### src/audio_pins_consts.vh
// Function
// - receive hf pin input clocks receiver
// - receive hf pin output drives hf clock
// - transmit hf pin input clocks transmitter
// - transmit hf pin output drives hf clock
// - gpio pins: input, output or disconnected
// - reset leaves all pins gpio disconnected
// - async mode: rx frame sync serves receivers
// - sync mode, buffer select clear: flag one
// - sync, buffer select, direction: buffer enable
// - flag direction from rx frame sync direction
// - output flag one drives pin value
// - flag output updates per frame or slot
// - input flag one sampled per frame/slot
// - sync mode: tx frame sync for both
// - async mode: tx frame sync transmitters only
// - tx frame sync direction from its bit
// - sync mode: rx bit clock is flag zero
// - tx bit clock serves both in sync
`ifndef AUDIO_PINS_CONSTS_VH
`define AUDIO_PINS_CONSTS_VH

// pin positions in the six-bit pin vectors
`define PIN_RX_BIT 0
`define PIN_RX_FS  1
`define PIN_RX_HF  2
`define PIN_TX_BIT 3
`define PIN_TX_FS  4
`define PIN_TX_HF  5

// gpio mode codes, two bits per pin
`define GPIO_OFF   2'h0
`define GPIO_IN    2'h1
`define GPIO_OUT   2'h2

// reset values
`define PIN_RESET  1'h0
`define CNT_RESET  8'h00

// default divider counts in core cycles or source ticks
`define HF_DIV_DEFAULT  8'h01
`define BIT_DIV_DEFAULT 8'h04

`endif

### src/audio_clock_sync_pins.v
`timescale 1ns/1ps
`include "audio_pins_consts.vh"

// clock, frame sync and flag pin logic of the serial audio port
// pad inputs cross a two-flop synchroniser, so pad-derived
// edges and flags lag the pin by three core cycles
module audio_clock_sync_pins
#(
	parameter [7:0] HF_DIV  = `HF_DIV_DEFAULT,
	parameter [7:0] BIT_DIV = `BIT_DIV_DEFAULT
)
(
	input  wire        clk,
	input  wire        rst_n,
	// pads
	input  wire [5:0]  pin_in,
	output wire [5:0]  pin_out,
	output wire [5:0]  pin_oe,
	// per-pin function and gpio control
	input  wire [5:0]  audio_func_sel,
	input  wire [11:0] gpio_mode,
	input  wire [5:0]  gpio_out,
	output wire [5:0]  gpio_in,
	// mode and direction bits
	input  wire        sync_mode_select,
	input  wire        network_mode,
	input  wire        tx_ext_buffer_enable_select,
	input  wire        rx_frame_sync_direction,
	input  wire        tx_frame_sync_direction,
	input  wire        rx_bit_clock_direction,
	input  wire        tx_bit_clock_direction,
	input  wire        rx_high_freq_clock_direction,
	input  wire        tx_high_freq_clock_direction,
	input  wire        rx_clock_source_select,
	input  wire        tx_clock_source_select,
	// flag bits and drives from the serial sections
	input  wire        output_flag_zero,
	input  wire        output_flag_one,
	input  wire        rx_frame_sync_drive,
	input  wire        tx_frame_sync_drive,
	input  wire        tx_ext_buffer_enable,
	input  wire        slot_strobe,
	// to the serial sections
	output reg         rx_clock_tick,
	output reg         tx_clock_tick,
	output reg         rx_bit_edge,
	output reg         tx_bit_edge,
	output reg         rx_frame_sync,
	output reg         tx_frame_sync,
	output reg         input_flag_zero,
	output reg         input_flag_one
);

	// pad state and per-pad drive
	wire [5:0] pin_level;     // synchronised pad levels
	reg  [5:0] pin_prev;      // previous synchronised levels
	wire [5:0] pin_rise;      // rising edges seen on pads
	reg  [5:0] func_out;      // function drive value per pad
	reg  [5:0] func_oe;       // function drive enable per pad

	// dividers, generated clocks and held flags
	reg  [7:0] hf_cnt;        // core clock divider for hf outputs
	reg        hf_clk;        // divided high-frequency clock
	reg  [7:0] tx_bit_cnt;    // transmit bit clock divider
	reg        tx_bit_clk;    // generated transmit bit clock
	reg  [7:0] rx_bit_cnt;    // receive bit clock divider
	reg        rx_bit_clk;    // generated receive bit clock
	reg        tx_bit_gen;    // pulse on generated tx rising edge
	reg        rx_bit_gen;    // pulse on generated rx rising edge
	reg        flag_one_out;  // output flag one held at the pad
	reg        flag_zero_out; // output flag zero held at the pad
	reg        tx_fs_prev;    // previous active tx frame sync

	// source choice, frame syncs and bit edges
	wire       rx_hf_ext;     // receiver clocked from hf pad
	wire       tx_hf_ext;     // transmitter clocked from hf pad
	wire       rx_src_tick;   // receiver source clock tick
	wire       tx_src_tick;   // transmitter source clock tick
	wire       tx_fs_level;   // active transmit frame sync
	wire       rx_fs_level;   // active receive frame sync
	wire       rx_fs_flag;    // rx frame sync pad is flag one
	wire       flag_strobe;   // flag update instant
	wire       next_tx_bit;   // next transmit bit edge
	wire       next_rx_bit;   // next receive bit edge

	// pad index of the cell array
	genvar i;

	// one pad cell per audio pin
	generate
		for (i = 0; i < 6; i = i + 1)
		begin : g_pad
			audio_pin_cell u_cell
			(
				.clk       (clk),
				.rst_n     (rst_n),
				.pin_in    (pin_in[i]),
				.func_sel  (audio_func_sel[i]),
				.gpio_mode (gpio_mode[2*i+1:2*i]),
				.gpio_out  (gpio_out[i]),
				.func_out  (func_out[i]),
				.func_oe   (func_oe[i]),
				.pin_out   (pin_out[i]),
				.pin_oe    (pin_oe[i]),
				.pin_level (pin_level[i]),
				.gpio_in   (gpio_in[i])
			);
		end
	endgenerate

	// rising edge of each pad, one cycle wide
	assign pin_rise = pin_level & ~pin_prev;

	// edge history of the synchronised pads; it resets to the
	// pull-down level so no false edge follows reset
	always @(posedge clk or negedge rst_n)
	begin
		if (!rst_n)
			pin_prev <= 6'h00;
		else
			pin_prev <= pin_level;
	end

	// hf pads as inputs replace the core clock as source
	// only a function pad set as input may clock a section
	assign rx_hf_ext = rx_clock_source_select
		& audio_func_sel[`PIN_RX_HF]
		& ~rx_high_freq_clock_direction;
	assign tx_hf_ext = tx_clock_source_select
		& audio_func_sel[`PIN_TX_HF]
		& ~tx_high_freq_clock_direction;
	assign rx_src_tick = rx_hf_ext ? pin_rise[`PIN_RX_HF] : 1'b1;
	assign tx_src_tick = tx_hf_ext ? pin_rise[`PIN_TX_HF] : 1'b1;

	// divided core clock for hf pads driven as outputs
	always @(posedge clk or negedge rst_n)
	begin
		if (!rst_n)
		begin
			hf_cnt <= `CNT_RESET;
			hf_clk <= `PIN_RESET;
		end
		else if (hf_cnt >= HF_DIV - 8'h01)
		begin
			// half period reached: flip the clock
			hf_cnt <= `CNT_RESET;
			hf_clk <= ~hf_clk;
		end
		else
			// still counting toward the half period
			hf_cnt <= hf_cnt + 8'h01;
	end

	// transmit bit clock generated from its source ticks
	always @(posedge clk or negedge rst_n)
	begin
		if (!rst_n)
		begin
			tx_bit_cnt <= `CNT_RESET;
			tx_bit_clk <= `PIN_RESET;
			tx_bit_gen <= `PIN_RESET;
		end
		else if (tx_src_tick && tx_bit_cnt >= BIT_DIV - 8'h01)
		begin
			// half bit period: toggle, mark the rising edge
			tx_bit_cnt <= `CNT_RESET;
			tx_bit_clk <= ~tx_bit_clk;
			tx_bit_gen <= ~tx_bit_clk;
		end
		else
		begin
			// count only ticks of the chosen source
			if (tx_src_tick)
				tx_bit_cnt <= tx_bit_cnt + 8'h01;
			tx_bit_gen <= 1'b0;
		end
	end

	// receive bit clock generated from its source ticks
	always @(posedge clk or negedge rst_n)
	begin
		if (!rst_n)
		begin
			rx_bit_cnt <= `CNT_RESET;
			rx_bit_clk <= `PIN_RESET;
			rx_bit_gen <= `PIN_RESET;
		end
		else if (rx_src_tick && rx_bit_cnt >= BIT_DIV - 8'h01)
		begin
			// half bit period: toggle, mark the rising edge
			rx_bit_cnt <= `CNT_RESET;
			rx_bit_clk <= ~rx_bit_clk;
			rx_bit_gen <= ~rx_bit_clk;
		end
		else
		begin
			// count only ticks of the chosen source
			if (rx_src_tick)
				rx_bit_cnt <= rx_bit_cnt + 8'h01;
			rx_bit_gen <= 1'b0;
		end
	end

	// bit edges seen by each section
	// a bit clock pad set as input is edge detected after sync
	assign next_tx_bit = tx_bit_clock_direction ? tx_bit_gen
		: pin_rise[`PIN_TX_BIT];
	assign next_rx_bit = sync_mode_select ? next_tx_bit
		: (rx_bit_clock_direction ? rx_bit_gen
		: pin_rise[`PIN_RX_BIT]);

	// frame syncs: tx pad in sync mode, own pads otherwise
	// async receive: own drive when output, pad level when input
	assign tx_fs_level = tx_frame_sync_direction ? tx_frame_sync_drive
		: pin_level[`PIN_TX_FS];
	assign rx_fs_level = sync_mode_select ? tx_fs_level
		: (rx_frame_sync_direction ? rx_frame_sync_drive
		: pin_level[`PIN_RX_FS]);

	// flag updates follow frame start, or each slot in network mode
	assign flag_strobe = network_mode ? slot_strobe
		: (tx_fs_level & ~tx_fs_prev);
	assign rx_fs_flag = sync_mode_select
		& ~tx_ext_buffer_enable_select;

	// pad drive values for the audio function
	always @*
	begin
		func_out = 6'h00;
		func_oe  = 6'h00;
		// hf pads: divided clock out when set as output
		// both hf pads share the one divided clock
		func_out[`PIN_RX_HF] = hf_clk;
		func_oe[`PIN_RX_HF]  = rx_high_freq_clock_direction;
		func_out[`PIN_TX_HF] = hf_clk;
		func_oe[`PIN_TX_HF]  = tx_high_freq_clock_direction;
		// tx frame sync pad follows its direction bit
		func_out[`PIN_TX_FS] = tx_frame_sync_drive;
		func_oe[`PIN_TX_FS]  = tx_frame_sync_direction;
		// tx bit clock pad
		func_out[`PIN_TX_BIT] = tx_bit_clk;
		func_oe[`PIN_TX_BIT]  = tx_bit_clock_direction;
		// rx bit clock pad: flag zero in sync mode
		if (sync_mode_select)
		begin
			func_out[`PIN_RX_BIT] = flag_zero_out;
			func_oe[`PIN_RX_BIT]  = rx_bit_clock_direction;
		end
		else
		begin
			// async mode: generated receive bit clock
			func_out[`PIN_RX_BIT] = rx_bit_clk;
			func_oe[`PIN_RX_BIT]  = rx_bit_clock_direction;
		end
		// rx frame sync pad: frame sync, flag one or buffer enable
		if (!sync_mode_select)
		begin
			func_out[`PIN_RX_FS] = rx_frame_sync_drive;
			func_oe[`PIN_RX_FS]  = rx_frame_sync_direction;
		end
		else if (rx_fs_flag)
		begin
			func_out[`PIN_RX_FS] = flag_one_out;
			func_oe[`PIN_RX_FS]  = rx_frame_sync_direction;
		end
		else if (rx_frame_sync_direction)
		begin
			func_out[`PIN_RX_FS] = tx_ext_buffer_enable;
			func_oe[`PIN_RX_FS]  = 1'b1;
		end
		else
		begin
			// buffer select without output direction: pad left as input
			func_out[`PIN_RX_FS] = 1'b0;
			func_oe[`PIN_RX_FS]  = 1'b0;
		end
	end

	// output flags latched at the update instant
	always @(posedge clk or negedge rst_n)
	begin
		if (!rst_n)
		begin
			flag_one_out  <= `PIN_RESET;
			flag_zero_out <= `PIN_RESET;
			tx_fs_prev    <= `PIN_RESET;
		end
		else
		begin
			// remember frame sync for its rising edge
			tx_fs_prev <= tx_fs_level;
			// new flag values only at the update instant
			if (flag_strobe)
			begin
				flag_one_out  <= output_flag_one;
				flag_zero_out <= output_flag_zero;
			end
		end
	end

	// input flags sampled at the update instant
	always @(posedge clk or negedge rst_n)
	begin
		if (!rst_n)
		begin
			input_flag_one  <= `PIN_RESET;
			input_flag_zero <= `PIN_RESET;
		end
		else if (flag_strobe)
		begin
			// only a flag pad set as input is sampled
			if (rx_fs_flag && !rx_frame_sync_direction)
				input_flag_one <= pin_level[`PIN_RX_FS];
			// flag zero pad is read only in sync mode as input
			if (sync_mode_select && !rx_bit_clock_direction)
				input_flag_zero <= pin_level[`PIN_RX_BIT];
		end
	end

	// registered clock and frame outputs to the serial sections
	always @(posedge clk or negedge rst_n)
	begin
		if (!rst_n)
		begin
			rx_clock_tick <= `PIN_RESET;
			tx_clock_tick <= `PIN_RESET;
			rx_bit_edge   <= `PIN_RESET;
			tx_bit_edge   <= `PIN_RESET;
			rx_frame_sync <= `PIN_RESET;
			tx_frame_sync <= `PIN_RESET;
		end
		else
		begin
			// one register stage keeps outputs glitch free
			rx_clock_tick <= rx_src_tick;
			tx_clock_tick <= tx_src_tick;
			rx_bit_edge   <= next_rx_bit;
			tx_bit_edge   <= next_tx_bit;
			rx_frame_sync <= rx_fs_level;
			tx_frame_sync <= tx_fs_level;
		end
	end

endmodule // audio_clock_sync_pins

### src/audio_pin_cell.v
`timescale 1ns/1ps
`include "audio_pins_consts.vh"

// one pad: synchroniser, gpio path and function mux
module audio_pin_cell
(
	input  wire       clk,
	input  wire       rst_n,
	input  wire       pin_in,
	input  wire       func_sel,
	input  wire [1:0] gpio_mode,
	input  wire       gpio_out,
	input  wire       func_out,
	input  wire       func_oe,
	output reg        pin_out,
	output reg        pin_oe,
	output reg        pin_level,
	output reg        gpio_in
);

	reg meta; // first synchroniser stage, read only by pin_level

	// two-stage synchroniser on the pad input
	always @(posedge clk or negedge rst_n)
	begin
		if (!rst_n)
		begin
			meta      <= `PIN_RESET;
			pin_level <= `PIN_RESET;
		end
		else
		begin
			meta      <= pin_in;
			pin_level <= meta;
		end
	end

	// pad drive: audio function or gpio, disconnected at reset
	always @(posedge clk or negedge rst_n)
	begin
		if (!rst_n)
		begin
			pin_out <= `PIN_RESET;
			pin_oe  <= `PIN_RESET;
			gpio_in <= `PIN_RESET;
		end
		else if (func_sel)
		begin
			// audio port function owns the pad
			pin_out <= func_out;
			pin_oe  <= func_oe;
			gpio_in <= `PIN_RESET;
		end
		else
		begin
			// gpio: only output mode drives, only input mode reads
			pin_oe  <= (gpio_mode == `GPIO_OUT);
			pin_out <= (gpio_mode == `GPIO_OUT) & gpio_out;
			gpio_in <= (gpio_mode == `GPIO_IN) & pin_level;
		end
	end

endmodule // audio_pin_cell

### config.mk
export PLATFORM = sky130hd
export DESIGN_NAME = audio_clock_sync_pins
export DESIGN_NICKNAME = d
export VERILOG_FILES = /design/src/audio_clock_sync_pins.v /design/src/audio_pin_cell.v
export VERILOG_INCLUDE_DIRS = /design/src
export SDC_FILE = /design/constraint.sdc
export NUM_CORES = 1
export LEC_CHECK = 0
export BUFFER_PORTS_ARGS = -buffer_cell sky130_fd_sc_hd__buf_2
export CORE_UTILIZATION = 30
export DETAILED_ROUTE_END_ITERATION = 12
export PLACE_DENSITY = 0.62
export SLEW_MARGIN = 20
export SYNTH_ARGS = -nofsm -noshare
export SYNTH_HDL_FRONTEND = slang
export SYNTH_HIERARCHICAL = 1
export SYNTH_SLANG_ARGS = --single-unit
### constraint.sdc
create_clock -name clk -period 2.18 [get_ports clk]
set_input_delay 0.218 -clock clk [delete_from_list [all_inputs] [get_ports clk]]
set_output_delay 0.218 -clock clk [all_outputs]
set_load 0.02 [all_outputs]
==> flow_summary.ini, run 1 <==
[status]
status = complete, no violations

[synth]
synth_top_area_share = 0.6562
async_reset_ff_frac = 1.000
syn_avg_cell_area_um2 = 12.84
synthFlopType = dfrtp_1
syn-num-nets = 244
yosysSeqAreaShare = 0.6562
synthCells = 193
netlist_area_mm2 = 0.002479
yosysWarnings = 6
ys_ff_latch = 65
synth_area_leaders = dfrtp_1 (66%), nand2_1 (3.9%), nand2b_4 (3.3%)
yosys.area.top_type = dfrtp_1
synth_edf_count = 0
synth_cell_type_count = 37

[setup_path]
path_cells = nor2b_1 -> nor3_4 -> inv_2 -> a41oi_1 -> a21oi_1
worstSetupPathType = reg -> reg
cp-end-kind = register
cp_top_family = simple AND/OR/NAND/NOR gates
rr_endpoint = rx_bit_cnt[3]$_DFFE_PN0P_
crit_slowest_cell = dfrtp_1
reg2reg_slack_ps = 740
cp-start-kind = register
timing.rr.start = g_pad[2].u_cell/pin_level$_DFF_PN0_
crit_path_max_fanout = 8
reg2reg_depth = 5
critPathMaxStageDelay_ps = 400
critPathArrivalTime_ps = 1660
crit_buf_inv = 1
required_ps = 2400

[drt]
vias = 1738
first_pass_iters = 4
drt_iter0_drc = 36
via_per_inst = 4.434
drc = 0
wirelength_um = 4654
drt-wirelength-per-cell_um = 11.87
ant_nets = 0

[global_routing]
antenna_found_initial = 1
track_usage = 0.1203
overflow = 0
grt_pass1_vias = 1707
grt_max_degree = 32
grt_pass1_wl_um = 7866

[clock_network]
htree_levels = 3
postCtsHoldBufs = 7
cts_buffers = 9
clock-root-buffer = clkbuf_8
clock_path_buffers = 2
cts_sinks = 65
clkLatencyLatePin_ps = 340
cts_resized = 0
clk_pin_slew_ps = 70
post_cts_buffers = 0
tritoncts = yes

[floorplanning]
design.die.area_mm2 = 0.008629
core_area_mm2 = 0.007848
rows = 32
die_x_um = 92.90
pin_count = 75
die_h_um = 92.90
start_util = 0.3158

[sta]
worst_pin_slew_ps = 361.4
skew_ps = 8.963
fmax_mhz = 694.2
rsz0062_at_grt = no
period_minus_slack_ps = 1440
max-slew-margin-rel = 0.7590
post-route-period-util = 0.6607
finalHoldViolations = 0
tns_ps = 0
drv_slew = 0
finalSetupViolations = 0

[min_path]
hold_end = g_pad[3].u_cell/gpio_in$_DFF_PN0_
hp-start = gpio_mode[7]
hold_path_class = in -> reg
hold-path-cell-count = 2

[pwr]
ir_worst_vdd_mv = 0.3500
p_int_mw = 2.115
p_seq_frac = 0.482
comb_power_share = 0.173
total_power_mw = 2.949
leakage_nw = 1.625
p_sw_mw = 0.8343
cellPowerDensity_mw_per_mm2 = 902.7
sw_frac_of_total = 0.2829
p_clk_frac = 0.346

[final_layout]
syn_to_final_growth_pct = 31.80
regArea_mm2 = 0.001627
multiInputGateArea_um2 = 832.0
antennaDiodeCount = 0
final_area_mm2 = 0.003267
nets = 336
nFillCells = 803
layout-drive-gt1-share = 0.3966

[place]
post_dp_cell_area_mm2 = 0.002995
dp_hpwl_um = 3418
portBuffers = 74
gp_congestion = 0.8034

[run]
maxCapViolations = 0
-- worst reg2reg max path: stages (launching register included) --
cell	delay [ps]
dfrtp_1	400
nor2b_1	160
nor3_4	320
inv_2	140
a41oi_1	240
a21oi_1	60
-- registers in the layout, summed over array words and instances (netlist names), 4 cells and up --
signal / count
g_pad.u_cell/pin_out: 6
pin_prev: 4
g_pad.u_cell/pin_oe: 6
tx_bit_cnt: 8
g_pad.u_cell/gpio_in: 6
g_pad.u_cell/pin_level: 6
rx_bit_cnt: 8
g_pad.u_cell/meta: 6
-- logic make-up (layout without fill, tap and decap cells) --
family	after synthesis	count (layout)	share of synthesized area
fa+ha+maj	2	2	0.01009
flops	65	65	0.6562
compound gates	32	32	0.09137
mux	8	8	0.04038
xor+xnor	2	2	0.007068
buf+inv	5	102	0.008073
simple gates	79	79	0.1868
-- area by class of cell --
| cell class | instances | area share |
|---|---|---|
| multi-input cells | 123 | 0.2547 |
| flip-flops and latches | 65 | 0.4979 |
| clock inverters | 7 | 0.02375 |
| clock buffers | 9 | 0.03792 |
| well taps | 102 | 0.03907 |
| inverters | 3 | 0.003447 |
| repair buffers | 83 | 0.1432 |
-- worst max path at each step --
stage	startpoint	endpoint	slack (ps)	cells past startpoint
after global placement	tx_frame_sync_direction	input_flag_zero$_DFFE_PN0P_	780	5
after floorplan	g_pad[4].u_cell/pin_level$_DFF_PN0_	input_flag_zero$_DFFE_PN0P_	800	4
after global routing	g_pad[2].u_cell/pin_level$_DFF_PN0_	rx_bit_cnt[3]$_DFFE_PN0P_	620	5
final	g_pad[2].u_cell/pin_level$_DFF_PN0_	rx_bit_cnt[3]$_DFFE_PN0P_	740	5
after CTS	g_pad[2].u_cell/pin_level$_DFF_PN0_	rx_bit_cnt[3]$_DFFE_PN0P_	730	5
after detailed placement	g_pad[4].u_cell/pin_level$_DFF_PN0_	input_flag_zero$_DFFE_PN0P_	750	4
-- synth_stat cells, drive strengths merged (3+ instances only) --
library cell / n
a22o: 3
dfrtp: 65
nand3: 4
o21a: 3
inv: 3
and2: 5
nand2b: 15
a21oi: 5
nand2: 26
mux2: 7
a41oi: 3
nor3: 12
o21ai: 15
nor2: 8
-- stage by stage --
| stage | hold WS (ps) | std cells | util | setup WS, ps |
|---|---|---|---|---|
| after floorplan | -77.59 | 193 | - | 796.5 |
| after global placement | 145.8 | 369 | 0.3817 | 778.2 |
| after detailed placement | 148.9 | 369 | 0.3817 | 754.9 |
| after CTS | 51.37 | 392 | 0.4163 | 725.2 |
| after global routing | 55.96 | 392 | 0.4163 | 620.1 |
| final | 73.66 | 392 | 0.4163 | 739.6 |
-- layout by cell type (no fill, tap or decap), drive strengths merged, types with 5 or more instances in the layout --
master / instances
buf: 76
dfrtp: 65
nand2: 26
nand2b: 15
o21ai: 15
nor3: 12
clkbuf: 9
nor2: 8
dlygate4sd3: 7
mux2: 7
a21oi: 5
and2: 5
inv: 5
-- power groups by stage --
| stage | logic [mW] | clock network [mW] | registers, mW |
|---|---|---|---|
| after detailed placement | 0.508 | 0 | 1.45 |
| after global routing | 0.566 | 1.12 | 1.44 |
| after floorplan | 0.264 | 0 | 1.49 |
| after global placement | 0.491 | 0 | 1.44 |
| after CTS | 0.521 | 1.07 | 1.42 |
| final | 0.510 | 1.02 | 1.42 |
-- metal layers --
metal / routed length, µm / GRT usage / share of wire
met5: 0 / 0 / 0
met2: 2060 / 0.1777 / 0.44
met1: 2181 / 0.1556 / 0.47
met4: 66 / 0.06923 / 0.014
met3: 346 / 0.03612 / 0.074
Note: power is estimated with default switching activity, not from simulation.
==> inputs of run 2 (changes only) <==
--- a/config.mk
+++ b/config.mk
@@ -9,7 +9,7 @@
 export BUFFER_PORTS_ARGS = -buffer_cell sky130_fd_sc_hd__buf_2
 export CORE_UTILIZATION = 30
 export DETAILED_ROUTE_END_ITERATION = 12
-export PLACE_DENSITY = 0.62
+export PLACE_DENSITY = 0.64
 export SLEW_MARGIN = 20
 export SYNTH_ARGS = -nofsm -noshare
 export SYNTH_HDL_FRONTEND = slang
==> constraint.sdc (replaced) <==
create_clock -name clk -period 1.2 [get_ports clk]
set_input_delay 0.12 -clock clk [delete_from_list [all_inputs] [get_ports clk]]
set_output_delay 0.12 -clock clk [all_outputs]
set_load 0.02 [all_outputs]
==> flow_summary.ini, run 2 (same netlist as run 1, synthesis figures left out) <==
[setup_path]
path_cells = mux2_4 -> a22o_4 -> nand3b_4 -> mux2_4
crit_buf_inv = 0
critPathMaxStageDelay_ps = 380
required_ps = 1410
crit_path_max_fanout = 4
worstSetupPathType = reg -> reg
cp-end-kind = register
reg2reg_slack_ps = -200
crit_slowest_cell = dfrtp_1
timing.rr.start = g_pad[4].u_cell/pin_level$_DFF_PN0_
cp-start-kind = register
rr_endpoint = input_flag_zero$_DFFE_PN0P_
reg2reg_depth = 4
critPathArrivalTime_ps = 1610
cp_top_family = multiplexers
timing.critical_path.mode_cell = mux2_4

[clock_network]
cts_buffers = 9
cts_sinks = 65
htree_levels = 3
clk_pin_slew_ps = 70
clock_path_buffers = 2
clock-root-buffer = clkbuf_8
tritoncts = yes
clkLatencyLatePin_ps = 330

[pwr]
leakage_nw = 1.891
ir_worst_vdd_mv = 0.6275
cellPowerDensity_mw_per_mm2 = 1512

[sta]
skew_ps = 8.378
fmax_mhz = 715.3
post-route-period-util = 1.165
tns_ps = -1042
timing.final.ws_setup_ps = -198.0
period_minus_slack_ps = 1398
whs_ps = 36.96
worst_pin_slew_ps = 302.8
finalHoldViolations = 0
drv_slew = 0
max-slew-margin-rel = 0.7982
rsz0062_at_grt = yes
finalSetupViolations = 17

[place]
dp_slack_ps = -194.8
portBuffers = 74
post_dp_cell_area_mm2 = 0.003167
dp_hpwl_um = 3521
gp_congestion = 0.7643

[floorplanning]
die_h_um = 92.90
pin_count = 75
die_x_um = 92.90
design.die.area_mm2 = 0.008629
start_util = 0.3158
core_area_mm2 = 0.007848
rows = 32

[drt]
drt_iter0_drc = 40
first_pass_iters = 4
ant_nets = 0
drt-wirelength-per-cell_um = 12.07
wirelength_um = 5264
via_per_inst = 4.433
drc = 0
vias = 1933

[final_layout]
nets = 380
multiInputGateArea_um2 = 973.4
reg_top3 = rx_bit_cnt: 8 flops, tx_bit_cnt: 8 flops
syn_to_final_growth_pct = 52.95
final_core_util = 0.4831
final_common_cell = buf_2
regArea_mm2 = 0.001627
antennaDiodeCount = 0
nFillCells = 717
final_area_mm2 = 0.003791
most-common-layout-cells = buf_2 (74), dfrtp_1 (65), dlygate4sd3_1 (27)
layout-drive-gt1-share = 0.4910

[min_path]
hold_end = g_pad[2].u_cell/pin_out$_DFF_PN0_
hp-start = gpio_out[2]
hold-path-cell-count = 3
hold_path_class = in -> reg

[global_routing]
grt_pass1_vias = 2037
overflow = 0
grt_max_degree = 59
track_usage = 0.1324
antenna_found_initial = 0
grt_pass1_wl_um = 8838

[run]
maxCapViolations = 0

[status]
status = finished, violations left
violations = negative setup slack
[run 2: cell types whose count changed in the layout (fill, tap and decap cells not counted), moves of 3 or more]
| cell | delta |
|---|---|
| buf_4 | +22 |
| a41oi_1 | -3 |
| and2_4 | +4 |
| and2_1 | -4 |
| nand2_1 | -4 |
| a41oi_2 | +3 |
| dlygate4sd3_1 | +20 |
[run 2: through the flow]
| stage | instances | total power, mW |
|---|---|---|
| detailed placement | 386 | 3.709 |
| global placement | 386 | 3.676 |
| floorplan | 193 | 3.222 |
| global route | 436 | 6.081 |
| CTS | 430 | 5.666 |
| finish | 436 | 5.733 |
[run 2: power by group]
group	switching [mW]	total [mW]	leakage [nW]	internal [mW]
Clock	0.834	1.79	0.0994	0.958
Sequential	0.131	2.57	0.814	2.44
Combinational	0.641	1.37	0.977	0.733
[run 2: tightest hold or removal path, cell delays in order]
cell,delay (ps)
buf_2,90
nand2b_1,70
o21ai_2,50
[run 2: layout make-up]
cell class | count | area share
inverter | 3 | 0.003630
tap | 102 | 0.03366
sequential | 65 | 0.4290
multi-input combinational | 123 | 0.2568
clock inverter | 7 | 0.01848
timing repair buffer | 127 | 0.2257
clock buffer | 9 | 0.03267
[run 2: timing repair]
action,CTS,global route
hold buffers,26,1
buffers inserted,2,5
pin swaps,9,10
hold endpoints to repair,82,1
setup endpoints to repair,19,23
resized for setup,9,16
cloned,0,0
[run 2: routing by layer]
layer,wire (µm),track usage,share of wire,up-vias
li1,-,-,-,941
met1,2355,0.1511,0.45,916
met2,2488,0.2237,0.47,69
met3,342,0.04844,0.065,7
met4,78,0.05385,0.015,0
met5,0,0,0,-
[run 2: worst max-delay path by stage]
stage	depth (start not counted)	startpoint	slack [ps]	end
2_1_floorplan	4	g_pad[4].u_cell/pin_level$_DFF_PN0_	-170	input_flag_zero$_DFFE_PN0P_
3_3_place_gp	4	g_pad[4].u_cell/pin_level$_DFF_PN0_	-180	input_flag_one$_DFFE_PN0P_
3_5_place_dp	4	g_pad[4].u_cell/pin_level$_DFF_PN0_	-190	input_flag_zero$_DFFE_PN0P_
4_1_cts	4	g_pad[4].u_cell/pin_level$_DFF_PN0_	-200	input_flag_zero$_DFFE_PN0P_
5_1_grt	4	g_pad[4].u_cell/pin_level$_DFF_PN0_	-240	input_flag_one$_DFFE_PN0P_
6_report	4	g_pad[4].u_cell/pin_level$_DFF_PN0_	-200	input_flag_zero$_DFFE_PN0P_
